## src/logic/wcm_defines.vh

```
// constants for the wake-up clock masking block
`ifndef WCM_DEFINES_VH
`define WCM_DEFINES_VH

// clock and timing figures
`define WCM_CLK_PERIOD_NS 5
`define WCM_LONG_MASK_NS 150000
`define WCM_SHORT_MASK_NS 2000
`define WCM_OVERSHOOT_NS 6000
`define WCM_TMR_W 15

// post-wake wait counts per core level, in main clock cycles
`define WCM_WAIT_LVL0 7'h20
`define WCM_WAIT_LVL1 7'h30
`define WCM_WAIT_LVL2 7'h40
`define WCM_WAIT_LVL3 7'h50

// oscillator thresholds per core level, units of 100 kHz
`define WCM_FTHR_LVL0 8'h32
`define WCM_FTHR_LVL1 8'h4b
`define WCM_FTHR_LVL2 8'h64
`define WCM_FTHR_LVL3 8'h7d

// register indices
`define WCM_ADDR_W 3
`define WCM_REG_CTRL 3'h0
`define WCM_REG_CLK_DIV 3'h1
`define WCM_REG_CLK_REQ 3'h2
`define WCM_REG_OSC_FREQ 3'h3
`define WCM_REG_STATUS 3'h4

// control register fields
`define WCM_CTRL_SUP_EN 0
`define WCM_CTRL_MON_EN 1
`define WCM_CTRL_SUP_FP 2
`define WCM_CTRL_MON_FP 3
`define WCM_CTRL_LVL_LO 4
`define WCM_CTRL_LVL_HI 5
`define WCM_CTRL_MAIN_DCO 6
`define WCM_CTRL_SUB_XT2 7
`define WCM_CTRL_RST 8'h4f

// divider field and reset values
`define WCM_DIV_W 3
`define WCM_DIV_BY2 3'h1
`define WCM_DIV_RST 3'h0
`define WCM_DIV_MAX 3'h5
`define WCM_FREQ_RST 8'h00

// status register fields
`define WCM_ST_MASK 2
`define WCM_ST_OVER 3
`define WCM_ST_HAZ 4
`define WCM_ST_RESTORE 5
`define WCM_ST_DIVWARN 6
`define WCM_ST_MODE_B 7

// power states
`define WCM_S_ACTIVE 2'h0
`define WCM_S_SLEEP 2'h1
`define WCM_S_MASK 2'h2

`endif

```

## src/logic/wcm_timer.v

```verilog
// one-shot down counter used for the wake-up mask and overshoot windows
`timescale 1ns/1ps
`default_nettype none
module wcm_timer #(
   parameter W = 15
) (
   input wire ref_clk_in,
   input wire rstn_in,
   input wire start_in,
   input wire [W-1:0] load_in,
   output wire busy_out
);
   reg [W-1:0] cnt_q;
   reg [W-1:0] cnt_d;

   // load on start, otherwise count down to zero and stop
   always @* begin
      cnt_d = cnt_q;
      if (start_in) begin
         cnt_d = load_in;
      end else if (cnt_q != {W{1'b0}}) begin
         cnt_d = cnt_q - {{(W-1){1'b0}}, 1'b1};
      end
   end

   always @(posedge ref_clk_in or negedge rstn_in) begin
      if (!rstn_in) begin
         cnt_q <= {W{1'b0}};
      end else begin
         cnt_q <= cnt_d;
      end
   end

   // busy for exactly load_in cycles after the start edge
   assign busy_out = (cnt_q != {W{1'b0}});
endmodule // wcm_timer
`default_nettype wire

```

## src/logic/wcm_wakeup_mask.v

```verilog
// wake-up clock masking for exit from the two deep sleep modes
// Operation
// - normal-perf supervision masks cpu 150 us
// - both off or both full-perf: 2 us
// - hazard: short mask with oscillator main clock above level threshold
// - oscillator overshoots up to 6 us after wake
// - subsystem clock never masked during wake-up
//
// Strobed register access and the placing of the registers are this design's own decisions.
`timescale 1ns/1ps
`default_nettype none
`include "wcm_defines.vh"
module wcm_wakeup_mask #(
   parameter LONG_MASK_CYC = `WCM_LONG_MASK_NS / `WCM_CLK_PERIOD_NS,
   parameter SHORT_MASK_CYC = `WCM_SHORT_MASK_NS / `WCM_CLK_PERIOD_NS,
   parameter OVERSHOOT_CYC = `WCM_OVERSHOOT_NS / `WCM_CLK_PERIOD_NS
) (
   input wire ref_clk_in,
   input wire rstn_in,
   input wire [`WCM_ADDR_W-1:0] reg_addr_in,
   input wire [7:0] reg_wdata_in,
   input wire reg_wr_in,
   input wire reg_rd_in,
   output wire [7:0] reg_rdata_out,
   input wire sleep_a_req_in,
   input wire sleep_b_req_in,
   input wire wake_event_in,
   output wire cpu_clk_en_out,
   output wire subsystem_clock_en_out,
   output wire osc_overshoot_out,
   output wire subsystem_overshoot_out,
   output wire main_out_of_spec_out
);
   ////////////////////////////////////////////////////////////////////////
   // registers and state
   reg [7:0] ctrl_q;
   reg [`WCM_DIV_W-1:0] div_q;
   reg req_en_q;
   reg [7:0] freq_q;
   reg div_warn_q;
   reg mode_b_q;
   reg [1:0] state_q;
   reg [1:0] state_d;
   reg [7:0] rdata_q;
   reg [4:0] div_cnt_q;
   reg cpu_en_q;
   reg sub_en_q;
   reg [6:0] post_cnt_q;
   reg wake_s1_q;
   reg wake_s2_q;
   reg wake_s3_q;
   reg wake_lvl_q;
   reg [7:0] freq_thr;
   reg [6:0] wait_cnt;
   reg [7:0] rd_mux;

   wire sup_en;
   wire mon_en;
   wire sup_fp;
   wire mon_fp;
   wire [1:0] core_lvl;
   wire main_dco;
   wire sub_xt2;
   wire short_mode;
   wire hazard;
   wire [4:0] div_mask;
   wire div_hit;
   wire enter_sleep;
   wire wake_go;
   wire mask_busy;
   wire over_busy;
   wire restore_ok;
   wire div_warn_set;
   wire div_warn_clr;
   wire [`WCM_TMR_W-1:0] mask_load;

   ////////////////////////////////////////////////////////////////////////
   // control field decode
   assign sup_en = ctrl_q[`WCM_CTRL_SUP_EN];
   assign mon_en = ctrl_q[`WCM_CTRL_MON_EN];
   assign sup_fp = ctrl_q[`WCM_CTRL_SUP_FP];
   assign mon_fp = ctrl_q[`WCM_CTRL_MON_FP];
   assign core_lvl = ctrl_q[`WCM_CTRL_LVL_HI:`WCM_CTRL_LVL_LO];
   assign main_dco = ctrl_q[`WCM_CTRL_MAIN_DCO];
   assign sub_xt2 = ctrl_q[`WCM_CTRL_SUB_XT2];

   // short mask only when both off or both fast; mixed stays long (safe)
   assign short_mode = (!sup_en && !mon_en) || (sup_fp && mon_fp);
   assign mask_load = short_mode ?
      SHORT_MASK_CYC[`WCM_TMR_W-1:0] :
      LONG_MASK_CYC[`WCM_TMR_W-1:0];

   // per-level thresholds and post-wake wait counts
   always @* begin
      case (core_lvl)
         2'h0: begin
            freq_thr = `WCM_FTHR_LVL0;
            wait_cnt = `WCM_WAIT_LVL0;
         end
         2'h1: begin
            freq_thr = `WCM_FTHR_LVL1;
            wait_cnt = `WCM_WAIT_LVL1;
         end
         2'h2: begin
            freq_thr = `WCM_FTHR_LVL2;
            wait_cnt = `WCM_WAIT_LVL2;
         end
         default: begin
            freq_thr = `WCM_FTHR_LVL3;
            wait_cnt = `WCM_WAIT_LVL3;
         end
      endcase
   end

   // short mask is only unsafe with a fast oscillator-fed main clock
   assign hazard = short_mode && main_dco && (freq_q > freq_thr);

   ////////////////////////////////////////////////////////////////////////
   // wake pin synchroniser: level moves once stages two and three agree
   always @(posedge ref_clk_in or negedge rstn_in) begin
      if (!rstn_in) begin
         wake_s1_q <= 1'b0;
         wake_s2_q <= 1'b0;
         wake_s3_q <= 1'b0;
         wake_lvl_q <= 1'b0;
      end else begin
         wake_s1_q <= wake_event_in;
         wake_s2_q <= wake_s1_q;
         wake_s3_q <= wake_s2_q;
         if (wake_s2_q == wake_s3_q) begin
            wake_lvl_q <= wake_s3_q;
         end
      end
   end

   ////////////////////////////////////////////////////////////////////////
   // power state machine
   assign enter_sleep = (state_q == `WCM_S_ACTIVE) &&
      (sleep_a_req_in || sleep_b_req_in);
   assign wake_go = (state_q == `WCM_S_SLEEP) && wake_lvl_q;

   always @* begin
      case (state_q)
         `WCM_S_ACTIVE: begin
            state_d = enter_sleep ? `WCM_S_SLEEP : `WCM_S_ACTIVE;
         end
         `WCM_S_SLEEP: begin
            state_d = wake_go ? `WCM_S_MASK : `WCM_S_SLEEP;
         end
         `WCM_S_MASK: begin
            // release only when the wake-started count has run out
            state_d = mask_busy ? `WCM_S_MASK : `WCM_S_ACTIVE;
         end
         default: begin
            state_d = `WCM_S_ACTIVE;
         end
      endcase
   end

   always @(posedge ref_clk_in or negedge rstn_in) begin
      if (!rstn_in) begin
         state_q <= `WCM_S_ACTIVE;
         mode_b_q <= 1'b0;
      end else begin
         state_q <= state_d;
         if (enter_sleep) begin
            mode_b_q <= sleep_b_req_in;
         end
      end
   end

   // mask window, loaded on the wake edge
   wcm_timer #(
      .W(`WCM_TMR_W)
   ) u_mask_tmr (
      .ref_clk_in(ref_clk_in),
      .rstn_in(rstn_in),
      .start_in(wake_go),
      .load_in(mask_load),
      .busy_out(mask_busy)
   );

   // oscillator overshoot window after every deep sleep exit
   wcm_timer #(
      .W(`WCM_TMR_W)
   ) u_over_tmr (
      .ref_clk_in(ref_clk_in),
      .rstn_in(rstn_in),
      .start_in(wake_go),
      .load_in(OVERSHOOT_CYC[`WCM_TMR_W-1:0]),
      .busy_out(over_busy)
   );

   ////////////////////////////////////////////////////////////////////////
   // main clock divider: divide by two to the field, capped at the max
   assign div_mask = (div_q > `WCM_DIV_MAX) ? 5'h1f :
      ((5'h01 << div_q) - 5'h01);
   assign div_hit = ((div_cnt_q & div_mask) == div_mask);

   // cpu enable low outside active; subsystem follows request in sleep
   always @(posedge ref_clk_in or negedge rstn_in) begin
      if (!rstn_in) begin
         div_cnt_q <= 5'h00;
         cpu_en_q <= 1'b0;
         sub_en_q <= 1'b0;
      end else begin
         div_cnt_q <= div_cnt_q + 5'h01;
         cpu_en_q <= div_hit && (state_d == `WCM_S_ACTIVE);
         // the mask state does not hold the subsystem clock back
         sub_en_q <= (state_d != `WCM_S_SLEEP) || req_en_q;
      end
   end

   assign cpu_clk_en_out = cpu_en_q;
   assign subsystem_clock_en_out = sub_en_q;

   ////////////////////////////////////////////////////////////////////////
   // post-wake cycle count so software can see when the divider may go
   always @(posedge ref_clk_in or negedge rstn_in) begin
      if (!rstn_in) begin
         post_cnt_q <= 7'h7f;
      end else if (wake_go) begin
         post_cnt_q <= 7'h00;
      end else if (cpu_en_q && (post_cnt_q != 7'h7f)) begin
         post_cnt_q <= post_cnt_q + 7'h01;
      end
   end

   assign restore_ok = (post_cnt_q >= wait_cnt);

   ////////////////////////////////////////////////////////////////////////
   // overshoot exposure flags
   assign osc_overshoot_out = over_busy;
   // crystal-fed subsystem clock never sees the overshoot
   assign subsystem_overshoot_out = over_busy && !sub_xt2 && sub_en_q;
   // divide-by-two keeps the running main clock inside its range
   assign main_out_of_spec_out = over_busy && main_dco && cpu_en_q &&
      (div_q == `WCM_DIV_RST);

   ////////////////////////////////////////////////////////////////////////
   // register writes; warning is sticky and a new event beats the clear
   assign div_warn_set = enter_sleep && hazard && (div_q != `WCM_DIV_BY2);
   assign div_warn_clr = reg_wr_in && (reg_addr_in == `WCM_REG_STATUS) &&
      reg_wdata_in[`WCM_ST_DIVWARN];

   always @(posedge ref_clk_in or negedge rstn_in) begin
      if (!rstn_in) begin
         ctrl_q <= `WCM_CTRL_RST;
         div_q <= `WCM_DIV_RST;
         req_en_q <= 1'b1;
         freq_q <= `WCM_FREQ_RST;
         div_warn_q <= 1'b0;
      end else begin
         if (reg_wr_in && (reg_addr_in == `WCM_REG_CTRL)) begin
            ctrl_q <= reg_wdata_in;
         end
         if (reg_wr_in && (reg_addr_in == `WCM_REG_CLK_DIV)) begin
            div_q <= reg_wdata_in[`WCM_DIV_W-1:0];
         end
         if (reg_wr_in && (reg_addr_in == `WCM_REG_CLK_REQ)) begin
            req_en_q <= reg_wdata_in[0];
         end
         if (reg_wr_in && (reg_addr_in == `WCM_REG_OSC_FREQ)) begin
            freq_q <= reg_wdata_in;
         end
         if (div_warn_set) begin
            div_warn_q <= 1'b1;
         end else if (div_warn_clr) begin
            div_warn_q <= 1'b0;
         end
      end
   end

   ////////////////////////////////////////////////////////////////////////
   // read mux; unmapped indices read as zero
   always @* begin
      case (reg_addr_in)
         `WCM_REG_CTRL: begin
            rd_mux = ctrl_q;
         end
         `WCM_REG_CLK_DIV: begin
            rd_mux = {5'h00, div_q};
         end
         `WCM_REG_CLK_REQ: begin
            rd_mux = {7'h00, req_en_q};
         end
         `WCM_REG_OSC_FREQ: begin
            rd_mux = freq_q;
         end
         `WCM_REG_STATUS: begin
            rd_mux = {mode_b_q, div_warn_q, restore_ok, hazard, over_busy,
               (state_q == `WCM_S_MASK), state_q};
         end
         default: begin
            rd_mux = 8'h00;
         end
      endcase
   end

   // data stands only in the cycle after the read strobe
   always @(posedge ref_clk_in or negedge rstn_in) begin
      if (!rstn_in) begin
         rdata_q <= 8'h00;
      end else if (reg_rd_in) begin
         rdata_q <= rd_mux;
      end else begin
         rdata_q <= 8'h00;
      end
   end

   assign reg_rdata_out = rdata_q;
endmodule // wcm_wakeup_mask
`default_nettype wire

```

## config.mk

```make
export PLATFORM = sky130hd
export DESIGN_NAME = wcm_wakeup_mask
export DESIGN_NICKNAME = d
export VERILOG_FILES = /design/src/logic/wcm_timer.v /design/src/logic/wcm_wakeup_mask.v
export VERILOG_INCLUDE_DIRS = /design/src /design/src/logic
export SDC_FILE = /design/constraint.sdc
export NUM_CORES = 1
export LEC_CHECK = 0
export CAP_MARGIN = 20
export CORE_UTILIZATION = 35
export DETAILED_ROUTE_END_ITERATION = 10
export DONT_BUFFER_PORTS = 1
export GPL_TIMING_DRIVEN = 0
export PLACE_DENSITY = 0.56
export SLEW_MARGIN = 30
export SYNTH_ARGS = -nofsm -noshare
export SYNTH_HDL_FRONTEND = slang
export SYNTH_SLANG_ARGS = --single-unit
```

## constraint.sdc

```tcl
create_clock -name ref_clk_in -period 2.15 [get_ports ref_clk_in]
set_clock_uncertainty 0.15 [all_clocks]
set_input_delay 0.3225 -clock ref_clk_in [delete_from_list [all_inputs] [get_ports ref_clk_in]]
set_output_delay 0.3225 -clock ref_clk_in [all_outputs]
set_load 0.02 [all_outputs]
```

[Word level (Yosys, flattened, before mapping)]
Cells that the tools add are included.
Operators by class
  $add $sub $neg: 5
  order comparisons: 3
  equal/unequal tests: 13
  shift-type cells: 1
  muxes and demuxes: 18
  bitwise logic cells: 1
  reductions and logical operators: 38
Operator list (number)
  $mux 15: 5
  $pmux 7 s3: 2
  $pmux 8 s5: 1
  $reduce_bool 15->1: 2
  $sub 15x1->15 const B: 2
  $logic_and 1x1->1: 21
  $mux 7: 2
  $gt 8x8->1: 1
  $mux 8: 1
  $reduce_bool 2->1: 4
  $add 7x1->7 const B: 1
  $ge 7x7->1: 1
  $ne 7x7->1 const B: 1
  $eq 3x2->1 const B: 2
  $logic_not 2->1: 3
  $logic_not 3->1: 2
  $pmux 2 s3: 1
  $add 5x1->5 const B: 1
  $and 5x5->5: 1
  $eq 5x5->1: 1
  $mux 5: 1
  $shl 1x3->5 const A: 1
  $sub 5x1->5 const B: 1
  $eq 2x1->1 const B: 2
  11 further kinds: 19
Storage, ports and cells
  register bits after elaboration: 80
  input bits: 18
  output and inout port bits: 13

[Longest topological paths before layout]
  word-level depth: 8
  mapped depth: 9

[Cells and area by module]
A second synthesis with hierarchy kept.
Second synthesis, totals
  cells, all modules: 427
  area, all modules: 4428.0 µm²
Modules (own cells, without submodules)
  wcm_wakeup_mask: instances 1, cells each 233, area each 2653.8 µm²
  wcm_timer: instances 2, cells each 97, area each 887.1 µm²

[Worst setup path before layout]
No wires, ideal clock.
  kind: register to output
  start: register u_over_tmr.cnt_q[0]
  end: output subsystem_overshoot_out
  arrival: 1751 ps
  required time: 1678 ps
  setup slack: -74 ps
  cell stages (with the launch flop): 8
  buffers on the path: 1
  cells stage by stage: dfrtp_1 -> inv_1 -> ha_1 -> and2b_1 -> and3_1 -> and2_1 -> buf_4 -> nor3b_1
On the way
  longest elaborated chain between the ends: 3
RTL lines
  from (decl): line wcm_timer.v:13  | reg [W-1:0] cnt_q;
  from (signal assigned): line wcm_timer.v:28  | cnt_q <= {W{1'b0}};
  from (signal assigned): line wcm_timer.v:30  | cnt_q <= cnt_d;
  $reduce_bool 15->1: line wcm_timer.v:35  | assign busy_out = (cnt_q != {W{1'b0}});
  $logic_and 1x1->1 (2 in a row): line wcm_wakeup_mask.v:235  | assign subsystem_overshoot_out = over_busy && !sub_xt2 && sub_en_q;
  to (decl): line wcm_wakeup_mask.v:31  | output wire subsystem_overshoot_out,
No other way between the ends.

[Worst setup path after layout]
  start: register u_over_tmr.cnt_q[1]
  end: output subsystem_overshoot_out
Same word-level chain as after synthesis.

==> implementation parameters <==
Parameter                              Value

Floorplan
  Die outline width    110.7 um
  Overall die height    110.7 um
  Number of core rows    39
  Core region area    11470 um^2
  Starting Density    0.3609
  Top-level port count    31
  DIE AREA    12260 um^2

Timing
  Fmax    0.4500 GHz
  Worst slew margin    0.5374
  Actual slew at the worst max-slew pin    0.6901 ns
  Final setup violation count    3
  Count of final hold-check violations    80
  Post-route clock period utilization    1.034
  Worst hold-check slack    -0.4745 ns
  Setup repair after global routing missed its margin    true
  Final setup margin    -0.07221 ns
  Time the worst path needs with I/O delays and setup    2.222 ns
  Final Max Slew Viols    0

Clock tree
  Clock Path Buffers    2
  H-tree depth    3
  Insertion delay to the later sink of the worst-skew pair    0.34 ns
  Sinks on the clock net    80
  Clock tree from TritonCTS    built
  Master cell of the clock root buffer    sky130_fd_sc_hd__clkbuf_16
  Clock-pin slew reported for the worst setup and hold paths after clock tree synthesis    0.06 ns
  Hold Buf Count CTS    12
  TritonCTS buffer count    9

Synth
  Most used flip-flop cell after synthesis    sky130_fd_sc_hd__dfrtp_1
  Share of the synthesized area in the top cell type    0.4051
  Synth Area in Adders    0.06288
  Multiplexer fraction of the synthesized cell area    0.06681
  Area contributors post-synth    sky130_fd_sc_hd__dfrtp_1, sky130_fd_sc_hd__dfstp_2, sky130_fd_sc_hd__ha_1
  Post-synthesis sequential area ratio    0.4876
  Instance count of the mapped netlist    396
  Synthesized area per cell    10.45 um^2
  Post-synth EDFFs    0
  Synth unique cells    59
  Mapped Area    4139 um^2
  Compound-cell area share of the yosys netlist    0.09855
  Simple-gate area share of the yosys netlist    0.2031
  Dominant combinational cell family by area after synthesis    simple AND/OR/NAND/NOR gates
  Top-count cell post-synth    sky130_fd_sc_hd__dfrtp_1
  Synthesis-stage register bit count    80
  Number of warning messages in the yosys log    0
  Net count after synthesis    434
  Most used standard cells in the synthesized netlist    sky130_fd_sc_hd__dfrtp_1, sky130_fd_sc_hd__nor2_1, sky130_fd_sc_hd__nand2_1, sky130_fd_sc_hd__ha_1
  Share of the synthesized netlist area taken by xor and xnor gates    0.05079
  Yosys top cell by area    sky130_fd_sc_hd__dfrtp_1
  Synth async-reset ratio    1.000

Critical path
  Biggest fanout along the worst timing path    4
  Data required time at the worst endpoint    1.68 ns
  Crit start category    register
  Slowest stage cell, crit path    sky130_fd_sc_hd__dfrtp_1
  Crit path largest cell delay    0.38 ns
  Cell chain of the critical path    inv_2, ha_4, and2b_2, and3_4, and2_4, nor3b_4
  Worst Setup End Kind    output pin
  Count of buffering cells on the critical path with inverters included    1
  Crit path DAT    1.75 ns
  Crit path kind    reg2out
  Top delay family on crit path    simple AND/OR/NAND/NOR gates

Global route
  Number of antenna violations at the first check in global routing    0
  Via count of the first global-routing pass    3230
  Global route total overflow    0
  First-pass GRT wire length    15.95 mm
  All-layer global routing usage    0.1639
  Largest net degree at the start of global routing    81

Pwr
  Leakage    2.248 nW
  Maximum resistive drop on vdd    0.0006669 V
  Power density of the placed cells    1139 nW/um^2
  Total chip power    6.145 mW

Placed design
  Dpl hpwl    6.178 mm
  Place WS    -0.3687 ns
  Final estimated routing congestion in global placement    0.7800
  Instance area after placement    4323 um^2
  Count of buffers from port buffering    0

Drt
  Number of routed nets with antenna violations    0
  Routed vias/inst    5.200
  Detailed Route Iter0 Violations    107
  Residual DRC    0
  Total wire length after detailed routing    9.885 mm
  Routed length per placed instance    16.34 um
  Routed via count    3146
  DRT Pass-1 Iters    5

Cells and area
  Share of post-route cells with drive strength above 1    0.2944
  Multi-input logic area    2286 um^2
  Antenna cells    0
  Cell area after layout    5396 um^2
  Fill cells    1040
  Count of nets after finishing    495
  Reg area    2024 um^2
  Area delta synth->final    30.38%
  Fin util    0.4706

Run status
  Failing checks    negative hold slack, negative setup slack
  Outcome    finished, violations left

Job
  Max-cap violation count    0

Hold path
  Type of the worst min-delay path    in2async
## final cells by class
type	count	share of cell area
Multi-Input combinational cell	289	0.4236
Buffer	10	0.01090
Timing Repair Buffer	51	0.08231
Clock inverter	5	0.01971
Inverter	16	0.01206
Clock buffer	11	0.04313
Tap cell	143	0.03316
Sequential cell	80	0.3751
## cell families (layout without fill, tap and decap cells)
family | count (synthesis) | after routing
AO/OA/AOI/OAI | 64 | 64
AND/OR/NAND/NOR | 155 | 155
flip-flops | 80 | 80
adder cells (fa/ha/maj) | 21 | 21
buffers and inverters | 27 | 93
XOR/XNOR | 24 | 24
multiplexers | 25 | 25
## cell usage in the layout (no fill, tap or decap), types with 13 or more instances in the layout
cell type,Yosys,layout
sky130_fd_sc_hd__a21oi_1,15,14
sky130_fd_sc_hd__buf_4,1,33
sky130_fd_sc_hd__dfrtp_1,67,62
sky130_fd_sc_hd__dfstp_2,13,13
sky130_fd_sc_hd__mux2_2,15,15
sky130_fd_sc_hd__nand2_1,32,30
sky130_fd_sc_hd__nor2_1,42,39
sky130_fd_sc_hd__xor2_1,13,13
## path summary, 6_finish.rpt
kind / depth (start not counted) / start / slack (ns) / end
max in group asynchronous: 0 / rstn_in / 2.12 / post_cnt_q[5]$_DFFE_PN1P_
hold reg to reg: 0 / wake_s1_q$_DFF_PN0_ / 0.19 / wake_s2_q$_DFF_PN0_
hold / removal: 0 / rstn_in / -0.47 / u_over_tmr.cnt_q[13]$_DFFE_PN0P_
setup / recovery: 6 / u_over_tmr.cnt_q[1]$_DFFE_PN0P_ / -0.07 / subsystem_overshoot_out
min in group ref_clk_in: 1 / reg_rd_in / 0.04 / reg_rdata_out[2]$_DFF_PN0_
setup reg to reg: 8 / ctrl_q[4]$_DFFE_PN0P_ / -0.01 / reg_rdata_out[4]$_DFF_PN0_
## sequential cells by signal (all words and copies together), names as in the netlist
name / flops
cpu_clk_en_out: 1
ctrl_q: 8
div_cnt_q: 5
div_q: 3
div_warn_q: 1
freq_q: 8
mode_b_q: 1
post_cnt_q: 7
reg_rdata_out: 8
req_en_q: 1
state_q: 2
subsystem_clock_en_out: 1
u_mask_tmr.cnt_q: 15
u_over_tmr.cnt_q: 15
wake_lvl_q: 1
wake_s1_q: 1
wake_s2_q: 1
wake_s3_q: 1
## layer usage
metal  up-vias  share of wire  global-route usage  wire length [um]
li1       1528              -                   -                 -
met1      1565           0.45              0.2018              4424
met2        44           0.50              0.2716              4929
met3         9          0.041             0.05358               403
met4         0          0.013             0.05156               128
met5         -              0                   0                 0
## repair_timing
action | CTS | global route
buffers inserted | 26 | 16
pin swaps | 9 | 23
hold endpoints to repair | 109 | 80
cloned | 0 | 0
setup endpoints to repair | 10 | 14
resized for setup | 29 | 38
## through the flow
step	cells	TNS, ns
finish	605	-0.1391
global route	605	-0.4872
global placement	539	-0.7268
CTS	593	-0.3721
detailed placement	539	-0.8202
floorplan	396	0
## power breakdown
part | total (mW) | internal [mW] | switching [mW]
registers | 2.35 | 1.90 | 0.455
logic | 2.05 | 1.09 | 0.965
clock network | 1.74 | 1.14 | 0.599
total | 6.14 | 4.13 | 2.02
(Power assumes the default switching activity.)
